**config.mk**
```make
export PLATFORM = sky130hd
export DESIGN_NAME = dtc_timer_counter
export DESIGN_NICKNAME = d
export VERILOG_FILES = /design/src/inc/dtc_pkg.sv /design/src/logic/dtc_timer_counter.sv
export SDC_FILE = /design/constraint.sdc
export NUM_CORES = 1
export LEC_CHECK = 0
export ABC_AREA = 1
export BUFFER_PORTS_ARGS = -buffer_cell sky130_fd_sc_hd__buf_2
export CAP_MARGIN = 15
export CORE_MARGIN = 3
export CORE_UTILIZATION = 35
export CTS_CLUSTER_SIZE = 30
export DETAILED_ROUTE_END_ITERATION = 12
export HOLD_SLACK_MARGIN = 0.03
export SKIP_LAST_GASP = 1
export SLEW_MARGIN = 20
export SYNTH_ARGS = -nofsm -noshare
export SYNTH_HDL_FRONTEND = slang
export SYNTH_SLANG_ARGS = --single-unit
export TNS_END_PERCENT = 50
```
**constraint.sdc**
```tcl
create_clock -name sys_clk_i -period 3.2 [get_ports sys_clk_i]
set_input_delay 0.64 -clock sys_clk_i [delete_from_list [all_inputs] [get_ports sys_clk_i]]
set_output_delay 0.64 -clock sys_clk_i [all_outputs]
set_load 0.02 [all_outputs]
```
**src/inc/dtc_pkg.sv**
```systemverilog
// Package for the dual timer/counter: register map, fields, timing constants
package dtc_pkg;

	// Register indices on the plain register port
	localparam logic [2:0] DTC_ADDR_CTRL  = 3'h0; // timer_run_control
	localparam logic [2:0] DTC_ADDR_MODE  = 3'h1; // timer_mode_config
	localparam logic [2:0] DTC_ADDR_T0_LO = 3'h2; // timer0_low_byte
	localparam logic [2:0] DTC_ADDR_T0_HI = 3'h3; // timer0_high_byte
	localparam logic [2:0] DTC_ADDR_T1_LO = 3'h4; // timer1_low_byte
	localparam logic [2:0] DTC_ADDR_T1_HI = 3'h5; // timer1_high_byte
	localparam logic [2:0] DTC_ADDR_ACK   = 3'h6; // interrupt acknowledge strobes

	// Control register bit positions
	localparam int DTC_CTRL_TF1 = 7;
	localparam int DTC_CTRL_TR1 = 6;
	localparam int DTC_CTRL_TF0 = 5;
	localparam int DTC_CTRL_TR0 = 4;
	localparam int DTC_CTRL_IE1 = 3;
	localparam int DTC_CTRL_IT1 = 2;
	localparam int DTC_CTRL_IE0 = 1;
	localparam int DTC_CTRL_IT0 = 0;

	// Mode register: per-timer nibble, timer 1 high
	localparam int DTC_MODE_GATE = 3;
	localparam int DTC_MODE_CT   = 2;
	localparam int DTC_MODE_M1   = 1;
	localparam int DTC_MODE_M0   = 0;
	localparam int DTC_T1_NIB    = 4;

	// Acknowledge register bits (write one to clear)
	localparam int DTC_ACK_TF0 = 0;
	localparam int DTC_ACK_TF1 = 1;
	localparam int DTC_ACK_IE0 = 2;
	localparam int DTC_ACK_IE1 = 3;

	// Reset values
	localparam logic [7:0] DTC_RST_BYTE = 8'h00;

	// Operating modes
	localparam logic [1:0] DTC_MODE_13BIT  = 2'h0;
	localparam logic [1:0] DTC_MODE_16BIT  = 2'h1;
	localparam logic [1:0] DTC_MODE_RELOAD = 2'h2;
	localparam logic [1:0] DTC_MODE_SPLIT  = 2'h3;

	// Mode 0 prescaler width
	localparam int         DTC_PRESC_W    = 5;
	localparam logic [4:0] DTC_PRESC_MAX  = 5'h1F;
	localparam logic [7:0] DTC_BYTE_MAX   = 8'hFF;

	// Timing: oscillator periods per machine cycle and clock rate
	localparam int DTC_SYS_PERIOD_NS = 10;
	localparam int DTC_OSC_PER_MC    = 12;
	localparam int DTC_CPU_PER_MC    = 6;
	// One machine cycle = six CPU clocks; CPU clock is sys_clk
	localparam int DTC_MC_CYCLES     = DTC_CPU_PER_MC;
	localparam int DTC_SAMPLE_PHASE  = 4; // sample_phase slot within the cycle
	localparam int DTC_UPDATE_PHASE  = 2; // update_phase slot within the cycle

endpackage : dtc_pkg

```
**src/logic/dtc_timer_counter.sv**
```systemverilog
// Dual timer/counter with four modes and external interrupt edge flags
// How it works
// - Timer function advances once per machine cycle of six CPU clocks.
// - Counter samples count pin once per machine cycle at sample phase.
// - Counted edge shows at update phase of the following machine cycle.
// - Edge needs two samples, so at most one count per 24 oscillator periods.
// - Source select bit: zero picks machine cycles, one picks count pin.
// - Mode 0 is 13 bits: high byte plus five prescaler bits of low byte.
// - Overflow flag set on rollover, cleared when interrupt is taken.
// - Counting only with run bit set and gate off or interrupt pin high; split-mode high byte ignores the gate.
// - Setting the run bit leaves the count unchanged.
// - Mode 1 cascades both bytes into a 16-bit counter.
// - Mode 2 counts low byte, reloads it from high byte on overflow.
// - Timer 1 in mode 3 holds its count as if stopped.
// - Timer 0 mode 3: low byte uses timer 0, high byte uses timer 1 controls.
// - Timer 1 stops in its mode 3, resumes outside it; its overflow still pulses while timer 0 is in mode 3.
// - Edge flags set on interrupt pin edge, cleared when interrupt processed.
// - Type bit picks falling edge or low level triggering.
// - Run bits are software read/write, timer on when set.
`timescale 1ns/10ps
`default_nettype none

module dtc_timer_counter (
	input  wire logic       sys_clk_i,
	input  wire logic       reset_i,
	input  wire logic [2:0] reg_addr_i,
	input  wire logic [7:0] reg_wdata_i,
	input  wire logic       reg_wr_i,
	input  wire logic       reg_rd_i,
	output logic      [7:0] reg_rdata_o,
	input  wire logic       count_pin_zero_i,
	input  wire logic       count_pin_one_i,
	input  wire logic       ext_interrupt_zero_pin_i,
	input  wire logic       ext_interrupt_one_pin_i,
	input  wire logic       int_ack_timer0_i,
	input  wire logic       int_ack_timer1_i,
	input  wire logic       int_ack_ext0_i,
	input  wire logic       int_ack_ext1_i,
	output logic            ext_int_zero_req_o,
	output logic            ext_int_one_req_o,
	output logic            timer1_overflow_pulse_o,
	output logic            mc_tick_o
);
	import dtc_pkg::*;

	// Machine-cycle phase counter width
	localparam int PH_W = 3;
	localparam logic [PH_W-1:0] PH_LAST   = PH_W'(DTC_MC_CYCLES - 1);
	localparam logic [PH_W-1:0] PH_SAMPLE = PH_W'(DTC_SAMPLE_PHASE);
	localparam logic [PH_W-1:0] PH_UPDATE = PH_W'(DTC_UPDATE_PHASE);

	initial begin
		if (DTC_MC_CYCLES < 2 || DTC_MC_CYCLES > (1 << PH_W))
			$error("machine cycle length not served by phase counter");
		if (DTC_SAMPLE_PHASE >= DTC_MC_CYCLES || DTC_UPDATE_PHASE >= DTC_MC_CYCLES)
			$error("phase slot outside machine cycle");
	end

	typedef struct packed {
		logic [PH_W-1:0] phase;
		logic [7:0]      ctrl;
		logic [7:0]      mode;
		logic [7:0]      t0_lo;
		logic [7:0]      t0_hi;
		logic [7:0]      t1_lo;
		logic [7:0]      t1_hi;
		logic [1:0]      cnt_smp;   // last count pin sample per timer
		logic [1:0]      cnt_pend;  // detected edge awaiting update phase
		logic [1:0]      int_prev;  // previous interrupt pin level
		logic [7:0]      rdata;
		logic            eint0;
		logic            eint1;
		logic            t1_ovf;
		logic            tick;
	} dtc_state_s;

	dtc_state_s st_reg;
	dtc_state_s st_next;

	// Two-flop synchronisers for all pin inputs
	logic [3:0] pin_meta_reg;
	logic [3:0] pin_sync_reg;
	always_ff @(posedge sys_clk_i or posedge reset_i) begin
		if (reset_i) begin
			pin_meta_reg <= 4'h0;
			pin_sync_reg <= 4'h0;
		end else begin
			pin_meta_reg <= {ext_interrupt_one_pin_i, ext_interrupt_zero_pin_i,
				count_pin_one_i, count_pin_zero_i};
			pin_sync_reg <= pin_meta_reg;
		end
	end

	logic [1:0] cnt_pin;
	logic [1:0] int_pin;
	assign cnt_pin = pin_sync_reg[1:0];
	assign int_pin = pin_sync_reg[3:2];

	// Per-timer decoded fields
	logic [3:0] nib0;
	logic [3:0] nib1;
	logic [1:0] md0;
	logic [1:0] md1;
	assign nib0 = st_reg.mode[DTC_MODE_GATE:DTC_MODE_M0];
	assign nib1 = st_reg.mode[DTC_T1_NIB+DTC_MODE_GATE:DTC_T1_NIB+DTC_MODE_M0];
	assign md0  = nib0[DTC_MODE_M1:DTC_MODE_M0];
	assign md1  = nib1[DTC_MODE_M1:DTC_MODE_M0];

	// Advance one 8-bit counter stage: returns carry in bit 8
	function automatic logic [8:0] inc8(input logic [7:0] v, input logic en);
		inc8 = {1'b0, v} + {8'h00, en};
	endfunction

	// Next state: register port, phase, counting, flags
	always_comb begin
		logic       upd;
		logic       smp;
		logic [1:0] run;
		logic [1:0] src_ev;
		logic       t0_ev;
		logic       t1_ev;
		logic       th0_ev;
		logic [8:0] lo_s;
		logic [8:0] hi_s;
		logic       ovf0;
		logic       ovf1;
		logic       ovf_th0;
		logic       fall0;
		logic       fall1;
		upd    = 1'b0;
		smp    = 1'b0;
		run    = 2'b00;
		src_ev = 2'b00;
		t0_ev  = 1'b0;
		t1_ev  = 1'b0;
		th0_ev = 1'b0;
		lo_s   = 9'h000;
		hi_s   = 9'h000;
		ovf0   = 1'b0;
		ovf1   = 1'b0;
		ovf_th0 = 1'b0;
		fall0  = 1'b0;
		fall1  = 1'b0;
		st_next = st_reg;
		st_next.t1_ovf = 1'b0;

		// Machine cycle of six CPU clocks
		st_next.phase = (st_reg.phase == PH_LAST) ? '0 : st_reg.phase + 1'b1;
		st_next.tick  = (st_reg.phase == PH_LAST);
		upd = (st_reg.phase == PH_UPDATE);
		smp = (st_reg.phase == PH_SAMPLE);

		// Sample count pins; a high then low sample arms a count
		if (smp) begin
			st_next.cnt_smp = cnt_pin;
			st_next.cnt_pend = st_reg.cnt_pend | (st_reg.cnt_smp & ~cnt_pin);
		end

		// Gate: run bit and (gate off or interrupt pin high)
		run[0] = st_reg.ctrl[DTC_CTRL_TR0] &
			(~nib0[DTC_MODE_GATE] | int_pin[0]);
		run[1] = st_reg.ctrl[DTC_CTRL_TR1] &
			(~nib1[DTC_MODE_GATE] | int_pin[1]);

		// Source: machine cycle or pending pin edge, applied at update phase
		src_ev[0] = nib0[DTC_MODE_CT] ? st_reg.cnt_pend[0] : 1'b1;
		src_ev[1] = nib1[DTC_MODE_CT] ? st_reg.cnt_pend[1] : 1'b1;
		if (upd) begin
			st_next.cnt_pend = 2'b00;
			if (smp)
				st_next.cnt_pend = st_reg.cnt_smp & ~cnt_pin;
		end
		t0_ev  = upd & run[0] & src_ev[0];
		t1_ev  = upd & run[1] & src_ev[1] & (md1 != DTC_MODE_SPLIT);
		// Split-mode high byte counts machine cycles under timer 1 run bit
		th0_ev = upd & st_reg.ctrl[DTC_CTRL_TR1] & (md0 == DTC_MODE_SPLIT);

		// Timer 0 counting
		unique case (md0)
			DTC_MODE_13BIT: begin
				lo_s = {4'h0, st_reg.t0_lo[DTC_PRESC_W-1:0]} + {8'h00, t0_ev};
				st_next.t0_lo = {st_reg.t0_lo[7:DTC_PRESC_W], lo_s[DTC_PRESC_W-1:0]};
				hi_s = inc8(st_reg.t0_hi, t0_ev & (st_reg.t0_lo[DTC_PRESC_W-1:0] == DTC_PRESC_MAX));
				st_next.t0_hi = hi_s[7:0];
				ovf0 = hi_s[8];
			end
			DTC_MODE_16BIT: begin
				lo_s = inc8(st_reg.t0_lo, t0_ev);
				hi_s = inc8(st_reg.t0_hi, lo_s[8]);
				st_next.t0_lo = lo_s[7:0];
				st_next.t0_hi = hi_s[7:0];
				ovf0 = hi_s[8];
			end
			DTC_MODE_RELOAD: begin
				lo_s = inc8(st_reg.t0_lo, t0_ev);
				st_next.t0_lo = lo_s[8] ? st_reg.t0_hi : lo_s[7:0];
				ovf0 = lo_s[8];
			end
			DTC_MODE_SPLIT: begin
				lo_s = inc8(st_reg.t0_lo, t0_ev);
				hi_s = inc8(st_reg.t0_hi, th0_ev);
				st_next.t0_lo = lo_s[7:0];
				st_next.t0_hi = hi_s[7:0];
				ovf0 = lo_s[8];
				ovf_th0 = hi_s[8];
			end
		endcase

		// Timer 1 counting; mode 3 leaves the count untouched
		unique case (md1)
			DTC_MODE_13BIT: begin
				lo_s = {4'h0, st_reg.t1_lo[DTC_PRESC_W-1:0]} + {8'h00, t1_ev};
				st_next.t1_lo = {st_reg.t1_lo[7:DTC_PRESC_W], lo_s[DTC_PRESC_W-1:0]};
				hi_s = inc8(st_reg.t1_hi, t1_ev & (st_reg.t1_lo[DTC_PRESC_W-1:0] == DTC_PRESC_MAX));
				st_next.t1_hi = hi_s[7:0];
				ovf1 = hi_s[8];
			end
			DTC_MODE_16BIT: begin
				lo_s = inc8(st_reg.t1_lo, t1_ev);
				hi_s = inc8(st_reg.t1_hi, lo_s[8]);
				st_next.t1_lo = lo_s[7:0];
				st_next.t1_hi = hi_s[7:0];
				ovf1 = hi_s[8];
			end
			DTC_MODE_RELOAD: begin
				lo_s = inc8(st_reg.t1_lo, t1_ev);
				st_next.t1_lo = lo_s[8] ? st_reg.t1_hi : lo_s[7:0];
				ovf1 = lo_s[8];
			end
			DTC_MODE_SPLIT: begin
				ovf1 = 1'b0;
			end
		endcase

		// Timer 1 overflow pulse for baud use, even while its flag is borrowed
		st_next.t1_ovf = ovf1;

		// External interrupt: type one falls on edge, zero on low level
		fall0 = st_reg.int_prev[0] & ~int_pin[0];
		fall1 = st_reg.int_prev[1] & ~int_pin[1];
		st_next.int_prev = int_pin;

		// Register writes; hardware sets below take priority over them
		if (reg_wr_i) begin
			unique case (reg_addr_i)
				DTC_ADDR_CTRL:  st_next.ctrl  = reg_wdata_i;
				DTC_ADDR_MODE:  st_next.mode  = reg_wdata_i;
				DTC_ADDR_T0_LO: st_next.t0_lo = reg_wdata_i;
				DTC_ADDR_T0_HI: st_next.t0_hi = reg_wdata_i;
				DTC_ADDR_T1_LO: st_next.t1_lo = reg_wdata_i;
				DTC_ADDR_T1_HI: st_next.t1_hi = reg_wdata_i;
				default: begin
					if (reg_addr_i == DTC_ADDR_ACK) begin
						if (reg_wdata_i[DTC_ACK_TF0]) st_next.ctrl[DTC_CTRL_TF0] = 1'b0;
						if (reg_wdata_i[DTC_ACK_TF1]) st_next.ctrl[DTC_CTRL_TF1] = 1'b0;
						if (reg_wdata_i[DTC_ACK_IE0]) st_next.ctrl[DTC_CTRL_IE0] = 1'b0;
						if (reg_wdata_i[DTC_ACK_IE1]) st_next.ctrl[DTC_CTRL_IE1] = 1'b0;
					end
				end
			endcase
		end

		// Vectoring clears the flags; a set in the same cycle wins
		if (int_ack_timer0_i) st_next.ctrl[DTC_CTRL_TF0] = 1'b0;
		if (int_ack_timer1_i) st_next.ctrl[DTC_CTRL_TF1] = 1'b0;
		if (int_ack_ext0_i)   st_next.ctrl[DTC_CTRL_IE0] = 1'b0;
		if (int_ack_ext1_i)   st_next.ctrl[DTC_CTRL_IE1] = 1'b0;
		if (ovf0) st_next.ctrl[DTC_CTRL_TF0] = 1'b1;
		if (ovf1 & (md0 != DTC_MODE_SPLIT)) st_next.ctrl[DTC_CTRL_TF1] = 1'b1;
		if (ovf_th0) st_next.ctrl[DTC_CTRL_TF1] = 1'b1;
		if (fall0) st_next.ctrl[DTC_CTRL_IE0] = 1'b1;
		if (fall1) st_next.ctrl[DTC_CTRL_IE1] = 1'b1;

		// Request: edge flag when type is one, pin low level when zero
		st_next.eint0 = st_reg.ctrl[DTC_CTRL_IT0] ? st_next.ctrl[DTC_CTRL_IE0] : ~int_pin[0];
		st_next.eint1 = st_reg.ctrl[DTC_CTRL_IT1] ? st_next.ctrl[DTC_CTRL_IE1] : ~int_pin[1];

		// Read data one cycle after the strobe; unmapped reads zero
		st_next.rdata = DTC_RST_BYTE;
		if (reg_rd_i) begin
			unique case (reg_addr_i)
				DTC_ADDR_CTRL:  st_next.rdata = st_reg.ctrl;
				DTC_ADDR_MODE:  st_next.rdata = st_reg.mode;
				DTC_ADDR_T0_LO: st_next.rdata = st_reg.t0_lo;
				DTC_ADDR_T0_HI: st_next.rdata = st_reg.t0_hi;
				DTC_ADDR_T1_LO: st_next.rdata = st_reg.t1_lo;
				DTC_ADDR_T1_HI: st_next.rdata = st_reg.t1_hi;
				default:        st_next.rdata = DTC_RST_BYTE;
			endcase
		end
	end

	// State register
	always_ff @(posedge sys_clk_i or posedge reset_i) begin
		if (reset_i)
			st_reg <= '0;
		else
			st_reg <= st_next;
	end

	assign reg_rdata_o             = st_reg.rdata;
	assign ext_int_zero_req_o      = st_reg.eint0;
	assign ext_int_one_req_o       = st_reg.eint1;
	assign timer1_overflow_pulse_o = st_reg.t1_ovf;
	assign mc_tick_o               = st_reg.tick;

	// Counts move only at the update phase slot
	property p_update_only;
		@(posedge sys_clk_i) disable iff (reset_i)
		(st_reg.phase != PH_LAST) && (st_reg.phase != PH_UPDATE) && !reg_wr_i
		|=> $stable(st_reg.t1_hi) && $stable(st_reg.t0_hi);
	endproperty
	a_update_only: assert property (p_update_only) else $error("count moved off phase");

	// Machine tick every six clocks
	property p_tick_period;
		@(posedge sys_clk_i) disable iff (reset_i)
		mc_tick_o |-> ##6 mc_tick_o;
	endproperty
	a_tick_period: assert property (p_tick_period) else $error("tick period wrong");

	// Stopped timer 1 holds
	property p_t1_hold;
		@(posedge sys_clk_i) disable iff (reset_i)
		(!st_reg.ctrl[DTC_CTRL_TR1] || md1 == DTC_MODE_SPLIT) && !reg_wr_i
		|=> $stable(st_reg.t1_lo);
	endproperty
	a_t1_hold: assert property (p_t1_hold) else $error("timer 1 moved while stopped");

	// Timer 0 overflow sets its flag next cycle
	property p_tf0_set;
		@(posedge sys_clk_i) disable iff (reset_i)
		(st_reg.phase == PH_UPDATE) && md0 == DTC_MODE_16BIT && st_reg.t0_lo == DTC_BYTE_MAX
		&& st_reg.t0_hi == DTC_BYTE_MAX && st_reg.ctrl[DTC_CTRL_TR0]
		&& !nib0[DTC_MODE_GATE] && !nib0[DTC_MODE_CT] && !reg_wr_i
		|=> st_reg.ctrl[DTC_CTRL_TF0] && st_reg.t0_hi == 8'h00;
	endproperty
	a_tf0_set: assert property (p_tf0_set) else $error("timer 0 overflow flag missed");

	// Mode 2 reload keeps high byte
	property p_reload;
		@(posedge sys_clk_i) disable iff (reset_i)
		(st_reg.phase == PH_UPDATE) && md0 == DTC_MODE_RELOAD && st_reg.t0_lo == DTC_BYTE_MAX
		&& st_reg.ctrl[DTC_CTRL_TR0] && !nib0[DTC_MODE_GATE] && !nib0[DTC_MODE_CT] && !reg_wr_i
		|=> st_reg.t0_lo == $past(st_reg.t0_hi) && $stable(st_reg.t0_hi);
	endproperty
	a_reload: assert property (p_reload) else $error("reload wrong");

	// Gated timer 0 with pin low does not count
	property p_gate;
		@(posedge sys_clk_i) disable iff (reset_i)
		nib0[DTC_MODE_GATE] && !int_pin[0] && md0 == DTC_MODE_16BIT && !reg_wr_i
		|=> $stable(st_reg.t0_lo);
	endproperty
	a_gate: assert property (p_gate) else $error("gated timer counted");

	// Falling interrupt pin sets edge flag
	property p_edge_flag;
		@(posedge sys_clk_i) disable iff (reset_i)
		st_reg.int_prev[0] && !int_pin[0] |=> st_reg.ctrl[DTC_CTRL_IE0];
	endproperty
	a_edge_flag: assert property (p_edge_flag) else $error("edge flag missed");

	// Acknowledge clears a flag when no overflow coincides
	property p_ack_clear;
		@(posedge sys_clk_i) disable iff (reset_i)
		int_ack_timer0_i && st_reg.phase != PH_UPDATE |=> !st_reg.ctrl[DTC_CTRL_TF0];
	endproperty
	a_ack_clear: assert property (p_ack_clear) else $error("flag not cleared");

endmodule : dtc_timer_counter

`default_nettype wire

```
==> results.md, run 1 <==
- The tool flagged a number of max-cap violations equal to 0.
- After synthesis, the mean cell area works out to 6.883 um^2.
- The number of buffers inserted during clock tree synthesis is 9.
- Counting both buffers and inverters, the worst setup path holds a total of 4.
- The data required time of the critical path is approximately 3400 ps.
- For this design, the CTS-stage hold fixing added 0 buffers.
- The worst path arrival time is 3030 ps.
- The power per standard cell area is 667.9 nW/um^2.
- In the final layout, the share of cells above drive strength 1 is 0.1014.
- Leaving out fill and tap cells, the most frequent cell in the layout is nand2_1.
- The normalized max-slew margin is 0.4116.
- Entering global routing, the biggest net connects 67 pins.
- The number of gates given a new drive strength after cts is 0.
- The floorplan die width is 125.3 um.
- The largest individual stage delay along the critical path comes from the cell dfrtp_1.
- The setup TNS after final layout is 0 ps.
- The synthesized netlist occupies a cell area of 4984 um^2.
- Setup repair after global routing left no endpoint under its margin.
- The clock period could shrink to between 2000 and 3000 ps.
- The number of pins exceeding their max-slew limit in the final report is 0.
- In this design, the largest share of critical-path delay is due to simple AND/OR/NAND/NOR gates.
- For this run the aggregate overflow at the end of global routing stands at 0.
- The clock reaches the later pin of the worst-skew pair after 350 ps.
- The first detailed-routing pass took 5 iterations.
- For this block, the initial DRC count from the detailed router was 503.
- For the pin with the worst max-slew slack, the measured transition is just under 900 ps.
- The routed layout has 4744 vias.
- The most common cell type on the critical path is ha_1.
- The floorplan core area is approximately 14000 um^2.
- The weighted congestion reported at the end of routability-driven placement is 0.9219.
- In this run the count of I/O pins placed on the die edge is 35.
- The floorplan has 42 rows.
- In this run the worst hold path is classified as input pin to async pin.
- The final-report hold violation count is 0.
- The number of warnings issued by yosys is 0.
- The sequential share of the synthesized area is 0.3866.
- The starting utilization of the core area is 0.3676.
- The flow ran to the end, and the final reports show no timing, DRC or antenna violations.
- The area growth from synthesis to final layout is 12.98%.
- The launch instance of the worst register-to-register path is st_reg[68].
- The post-CTS repair timing setup buffer count is 0.
- Synthesis produced approximately 720 cells.
- At the end of the flow the core is filled with cells to 0.4153.
- The repair_antennas step left the layout with diodes totalling 0.
- The type of the worst setup path is flip-flop to flip-flop.
- The number of antenna violations at the first check in global routing came to 0.
- After synthesis the netlist holds a flip-flop and latch count of 77.
- For this block, the routed nets add up to 14920 um of wire.
- The kind of start point of the critical path is a flip-flop.
- Static timing analysis puts the maximum clock frequency at 357.9 MHz.
- The launching instance or port of the critical path is st_reg[68].
- The cell chosen for the clock root is clkbuf_16.
- The global-route wire length before repair is around 24000 um.
- The setup slack on the worst flop-to-flop path is between 400 and 500 ps.
- In this run the worst path has a maximum fanout of 6.
- The register with the most flip-flops in the layout has 49 of them.
- The post-detailed-route via-to-cell ratio is roughly 5.
- Clock-pin slew was measured on the worst setup and hold paths at approximately 60 ps.
- The worst-case clock skew is 6.553 ps.
- The overall routing resource usage is 0.1920.
- The peak ir drop on the vdd network is a little over 0.3 mV.
- The critical path goes through nand3b_1 > inv_1 > nand4_1 > inv_1 > ha_1 > ha_1 > nand2_1 > nor2_2 > nand2_2 > inv_2 > ha_1 > ha_1 > nand3_1 > inv_1 > nand2_1 > nand3_1 > nand3_1 > nor3_2 > nor2_1.
- In this run the static leakage power is 0.002970 uW.
- In this design, the stage delay of the slowest critical-path cell is 400 ps.
- The height of the chip is between 100 and 150 um.
- Once detail routing completed, the nets flagged for antenna violations numbered 0.
- The number of H-tree levels is 3.
- The TritonCTS clock tree is yes.
- Synthesis instantiated 35 different standard cells from the library.
- The via count of the first global-routing pass is 4309.
- The number of nets handed over by synthesis was 761.
- The total setup violations reported at the end of the flow is 0.
- For this run, design rule violations remaining after detail routing come to 0.
- The detail-routed net length per standard cell is 15.96 um.
- STA classifies the critical path endpoint as a flip-flop.
- In the finished design, the share of the clock period the worst path needs comes to 0.8730.
- The library cells used most frequently in the layout, excluding fill and tap cells, are nand2_1 (207), inv_1 (99), nand3_1 (90), dfrtp_1 (77), nor2_1 (68).
- The die covers 15710 um^2.
- The number of buffers between clock root and the deepest sink is 2.
- Summed over all nets, the half-perimeter wirelength after detailed placement is 11030 um.
- For this run, the post-layout net count is 792.
- Buffers placed on the I/O ports in this run total 34.
- The number of sinks driven by the clock tree is between 70 and 80.
cell usage after synthesis:
master,instances,area [um^2]
nor2_8,2,40.04
xor2_1,5,43.79
inv_1,101,379.1
nor2_1,69,259.0
buf_4,10,75.07
dfrtp_1,77,1927
nand2_1,208,780.8
or2_2,4,25.02
nor4_1,2,12.51
nand3_1,90,450.4
nor2_2,2,12.51
buf_2,8,40.04
inv_2,3,11.26
o211ai_1,5,37.54
nand4_1,9,56.30
inv_4,1,6.260
nor3_4,1,16.27
nand3b_1,5,37.54
a22oi_1,2,15.01
a21oi_1,27,135.1
nor2_4,1,11.26
buf_6,1,11.26
o21ai_0,49,245.2
a31oi_1,5,31.28
nand2_4,1,11.26
nand3_2,1,10.01
nand2_2,1,6.260
o22ai_1,8,50.05
ha_1,14,175.2
clkinv_1,1,3.750
a211oi_1,1,7.510
o21ai_1,1,5.000
nand4_2,1,12.51
nor3_1,7,35.03
nor3b_1,1,7.510
per-stage QoR:
step / instances / setup slack, ps / instance area, um^2 / hold slack (ps) / power [uW]
after global routing: 935 / 0.4439 / 5630 / 221.5 / 4028
final: 935 / 406.3 / 5630 / 204.3 / 3760
after detailed placement: 920 / 258.7 / 5299 / 334.7 / 2628
after global placement: 920 / 395.1 / 5299 / 333.1 / 2635
after floorplan: 724 / 593.3 / 4984 / 331.2 / 2280
after CTS: 935 / 232.1 / 5620 / 212.3 / 3769
report_power, final:
part / internal, uW / switching (uW)
clock network: 688 / 432
registers: 1200 / 335
logic: 380 / 720
area by class of cell:
| type | count | area, um^2 |
|---|---|---|
| fillers | 1459 | 7928 |
| multi-input cells | 522 | 2540 |
| flip-flops and latches | 77 | 1927 |
| inverters | 106 | 401.6 |
| clock buffers | 9 | 225.2 |
| repair buffers | 39 | 220.2 |
| well taps | 176 | 220.2 |
| clock inverters | 6 | 96.34 |
path summary, 6_finish.rpt:
kind | end | depth (start not counted)
worst max-delay path | st_reg[38] | 19
worst min-delay path | st_reg[32] | 2
worst max register to register | st_reg[38] | 19
worst min register to register | pin_sync_reg[1] | 0
max in group asynchronous | st_reg[59] | 3
min in group sys_clk_i | pin_sync_reg[1] | 0
layer usage:
layer	up-vias	part of all wire	track usage
met3	26	0.058	0.02729
met4	0	0.026	0.07589
met1	2163	0.47	0.2795
met2	162	0.45	0.2885
li1	2393	-	-
met5	-	0	0
worst reg2reg max path, stage by stage, from the launching register on:
cell and delay (ps):
dfrtp_1 400, nand3b_1 170, inv_1 80, nand4_1 120, inv_1 90, ha_1 180, ha_1 190, nand2_1 90
nor2_2 140, nand2_2 120, inv_2 120, ha_1 170, ha_1 190, nand3_1 160, inv_1 110, nand2_1 50
nand3_1 60, nand3_1 80, nor3_2 110, nor2_1 50
cell families (layout without fill, tap and decap cells):
kind of cell | count (synthesis) | in the layout | share of synthesized area
simple gates | 405 | 405 | 0.3580
flops | 77 | 77 | 0.3866
fa+ha+maj | 14 | 14 | 0.03515
compound gates | 98 | 98 | 0.1057
buf+inv | 125 | 160 | 0.1057
xor+xnor | 5 | 5 | 0.008787
No activity file was read; power rests on OpenSTA's default activity.
==> run 2, diff against run 1 <==
--- a/config.mk
+++ b/config.mk
@@ -13,6 +13,7 @@
 export CTS_CLUSTER_SIZE = 30
 export DETAILED_ROUTE_END_ITERATION = 12
 export HOLD_SLACK_MARGIN = 0.03
+export PLACE_DENSITY = 0.5
 export SKIP_LAST_GASP = 1
 export SLEW_MARGIN = 20
 export SYNTH_ARGS = -nofsm -noshare
==> run 2 against run 1 <==
  * Sequential share of layout area up 0.31 points
  * Utilization decreased by 0.38 points
  * Critical path type unchanged
  * Clock-buffer cell count is 1 higher
  * Critical endpoint unchanged
==> results.md, run 2 (synthesized netlist as in run 1, its figures left out) <==
- The maximum number of pins on one net before global-route repair was 78 (+16%).
- The number of violations reported at the end of detailed-routing iteration 0 was 504 (+0.20%).
- The TritonCTS clock tree is yes.
- The cell chosen for the clock root is clkbuf_16.
- Relative to the synthesized area, the layout overhead comes to 11.95%.
- The area of the die is 15710 um^2 (unchanged).
- The fraction of layout cells with a size suffix above 1 is 0.09881 (-0.002635).
- The total vias in the final route is 4879 (+2.8%).
- The clock latency of the later-clocked register in the worst-skew pair is 360 ps (about the same).
- The total congestion overflow is 0 (unchanged).
- The startpoint of the most critical hold path is pin_meta_reg[0].
- The leakage dissipation was 0.002945 uW (-0.83%).
- The starting utilization of the core area is 0.3676 (unchanged).
- The number of antenna violations at the first check in global routing was 0 (unchanged).
- The weighted congestion reported at the end of routability-driven placement was 0.9356 (+1.5%).
- The flip-flop count of the largest register, all copies and words added is 49 (unchanged).
- The overall routing resource usage came to 0.2068 (+0.01482).
- The worst path arrival time is 3100 ps (+70 ps).
- The number of buffers between clock root and the deepest sink came to 2 (unchanged).
- The number of max-capacitance violations reported is 0 (unchanged).
- The highest clock rate was 349.7 MHz (-2.3%).
- The cell row count was 42 (unchanged).
- Tracing the worst setup path back leads to its startpoint at st_reg[66].
- The normalized max-slew margin is 0.3953 (-0.01635).
- The worst setup slack after layout came to 340.2 ps (-66.10 ps).
- The maximum fanout count along the critical path is 6 (unchanged).
- The I/O pin count is 35 (unchanged).
- The count of input and output buffers is 34 (unchanged).
- The count of unresolved DRC violations after routing is 0 (unchanged).
- The kind of start point of the critical path is a flip-flop.
- The data required time of the critical path came to 3440 ps (about the same).
- The power per standard cell area is 660.5 nW/um^2 (-1.1%).
- The floorplan die width is 125.3 um (unchanged).
- The post-detailed-route via-to-cell ratio is 5.218 (+2.8%).
- The via count of the first global-routing pass was 4613 (+7.1%).
- The final worst-path cycle share is 0.8937 (+0.02066).
- In the layout the commonest cells are nand2_1 (207), inv_1 (99), nand3_1 (90), dfrtp_1 (77), nor2_1 (68).
- The height of the chip is 125.3 um (unchanged).
- The number of buffers inserted during clock tree synthesis is 9 (unchanged).
- The slowest stage of the critical path is the dfrtp_1 cell.
- The floorplan core area came to 13560 um^2 (unchanged).
- Setup repair after global routing left no endpoint under its margin.
- The final antenna diode count came to 0 (unchanged).
- The setup TNS after final layout was 0 ps (unchanged).
- The layout net count is 791 (-0.13%).
- The number of pins exceeding their max-slew limit in the final report came to 0 (unchanged).
- The wire length reported by the detailed router was 16140 um (+8.1%).
- The clock transition at the registers of the reported paths is 70 ps (about the same).
- The run finished with clean final reports.
- The worst register-to-register path begins at st_reg[66].
- The global-route wire length before repair is 25500 um (+7.7%).
- The length of the first detailed-routing pass in iterations is 5 (unchanged).
- The peak ir drop on the vdd network is 0.2717 mV (-11%).
- The minimum clock period after layout is 2860 ps (+66.10 ps).
- The worst-case clock skew is 8.820 ps (+2.267 ps).
- The total setup violations reported at the end of the flow is 0 (unchanged).
- The worst setup path is of the flip-flop to flip-flop kind.
- The detail-routed net length per standard cell is 17.26 um (+8.1%).
- The number of H-tree levels is 3 (unchanged).
- The number of nets with antenna violations after routing is 0 (unchanged).
- The final HPWL from detailed placement is 12070 um (+9.4%).
- The signal on the critical path passes through inv_1 > nand3b_1 > inv_1 > nand4_1 > inv_1 > ha_1 > ha_1 > nand2_1 > nor2_2 > nand2_2 > inv_2 > ha_1 > ha_1 > nand3_1 > inv_1 > nand2_1 > nand3_1 > nand3_1 > nor3_1 > nor2_1.
- The endpoint kind of the worst setup timing path is a flip-flop.
- The transition at the pin with the smallest max-transition slack was 903.8 ps (+24.44 ps).
- The final-report hold violation count was 0 (unchanged).
- The library cell used most frequently in the layout, excluding fill and tap cells, is nand2_1.
- The class of the most critical hold timing path is flip-flop to flip-flop.
- The worst-case setup slack after placement came to 200.6 ps (-58.15 ps).
- The stage delay of the slowest cell on the critical path is 410 ps (about the same).
- The number of sinks driven by the clock tree is 77 (unchanged).
-- run 2: cell count changes in the layout (fill, tap and decap cells not counted) --
cell,change
clkbuf_1,+1
nor3_2,-1
clkinv_4,-1
inv_6,+3
bufinv_16,-2
buf_4,-1
nor3_1,+1
-- run 2: worst paths after layout --
| path | cells after the start | to | slack (ps) |
|---|---|---|---|
| max | 20 | st_reg[38] | 340 |
| min | 0 | pin_sync_reg[0] | 350 |
| max reg2reg | 20 | st_reg[38] | 340 |
| min reg2reg | 0 | pin_sync_reg[0] | 350 |
| max in group asynchronous | 3 | st_reg[25] | 2490 |
| min in group asynchronous | 3 | st_reg[18] | 360 |
-- run 2: cell type report --
cell class,count,area [um^2]
fill,1493,7979
inverter,106,401.6
timing repair buffer,38,212.7
clock inverter,6,53.80
sequential,77,1927
clock buffer,10,229.0
tap,176,220.2
multi-input combinational,522,2535
-- run 2: power breakdown --
group	switching [uW]	internal, uW	leakage, uW
Clock	470	543	0.000136
Combinational	746	378	0.00185
Sequential	344	1200	0.000959
-- run 2: per-stage QoR --
step           hold WS (ps)  instance area [um^2]  total power (uW)  cells    util
6_report              348.5                  5579              3685    935  0.4115
2_1_floorplan         331.2                  4984              2280    724       -
3_3_place_gp          337.1                  5291              2650    919  0.3903
3_5_place_dp          334.7                  5291              2665    919  0.3903
5_1_grt               358.0                  5579              3940    935  0.4115
4_1_cts               350.1                  5574              3696    935  0.4111
-- run 2: routing by layer --
metal	track usage	part of all wire	vias to the layer above
li1	-	-	2387
met1	0.2847	0.46	2357
met2	0.3344	0.48	119
met3	0.04094	0.046	16
met4	0.05548	0.018	0
met5	0	0	-
-- run 2: critical path: cells and delay by family, from the launching register on --
kind / cells / cell delay [ps]
flops: 1 / 410
fa+ha+maj: 4 / 760
simple gates: 11 / 1090
buf+inv: 5 / 490
-- run 2: timing repair --
item                       4_1_cts  5_1_grt
hold buffers                     0        0
setup endpoints to repair        0        5
setup buffers                    0        0
resized for setup                0        3
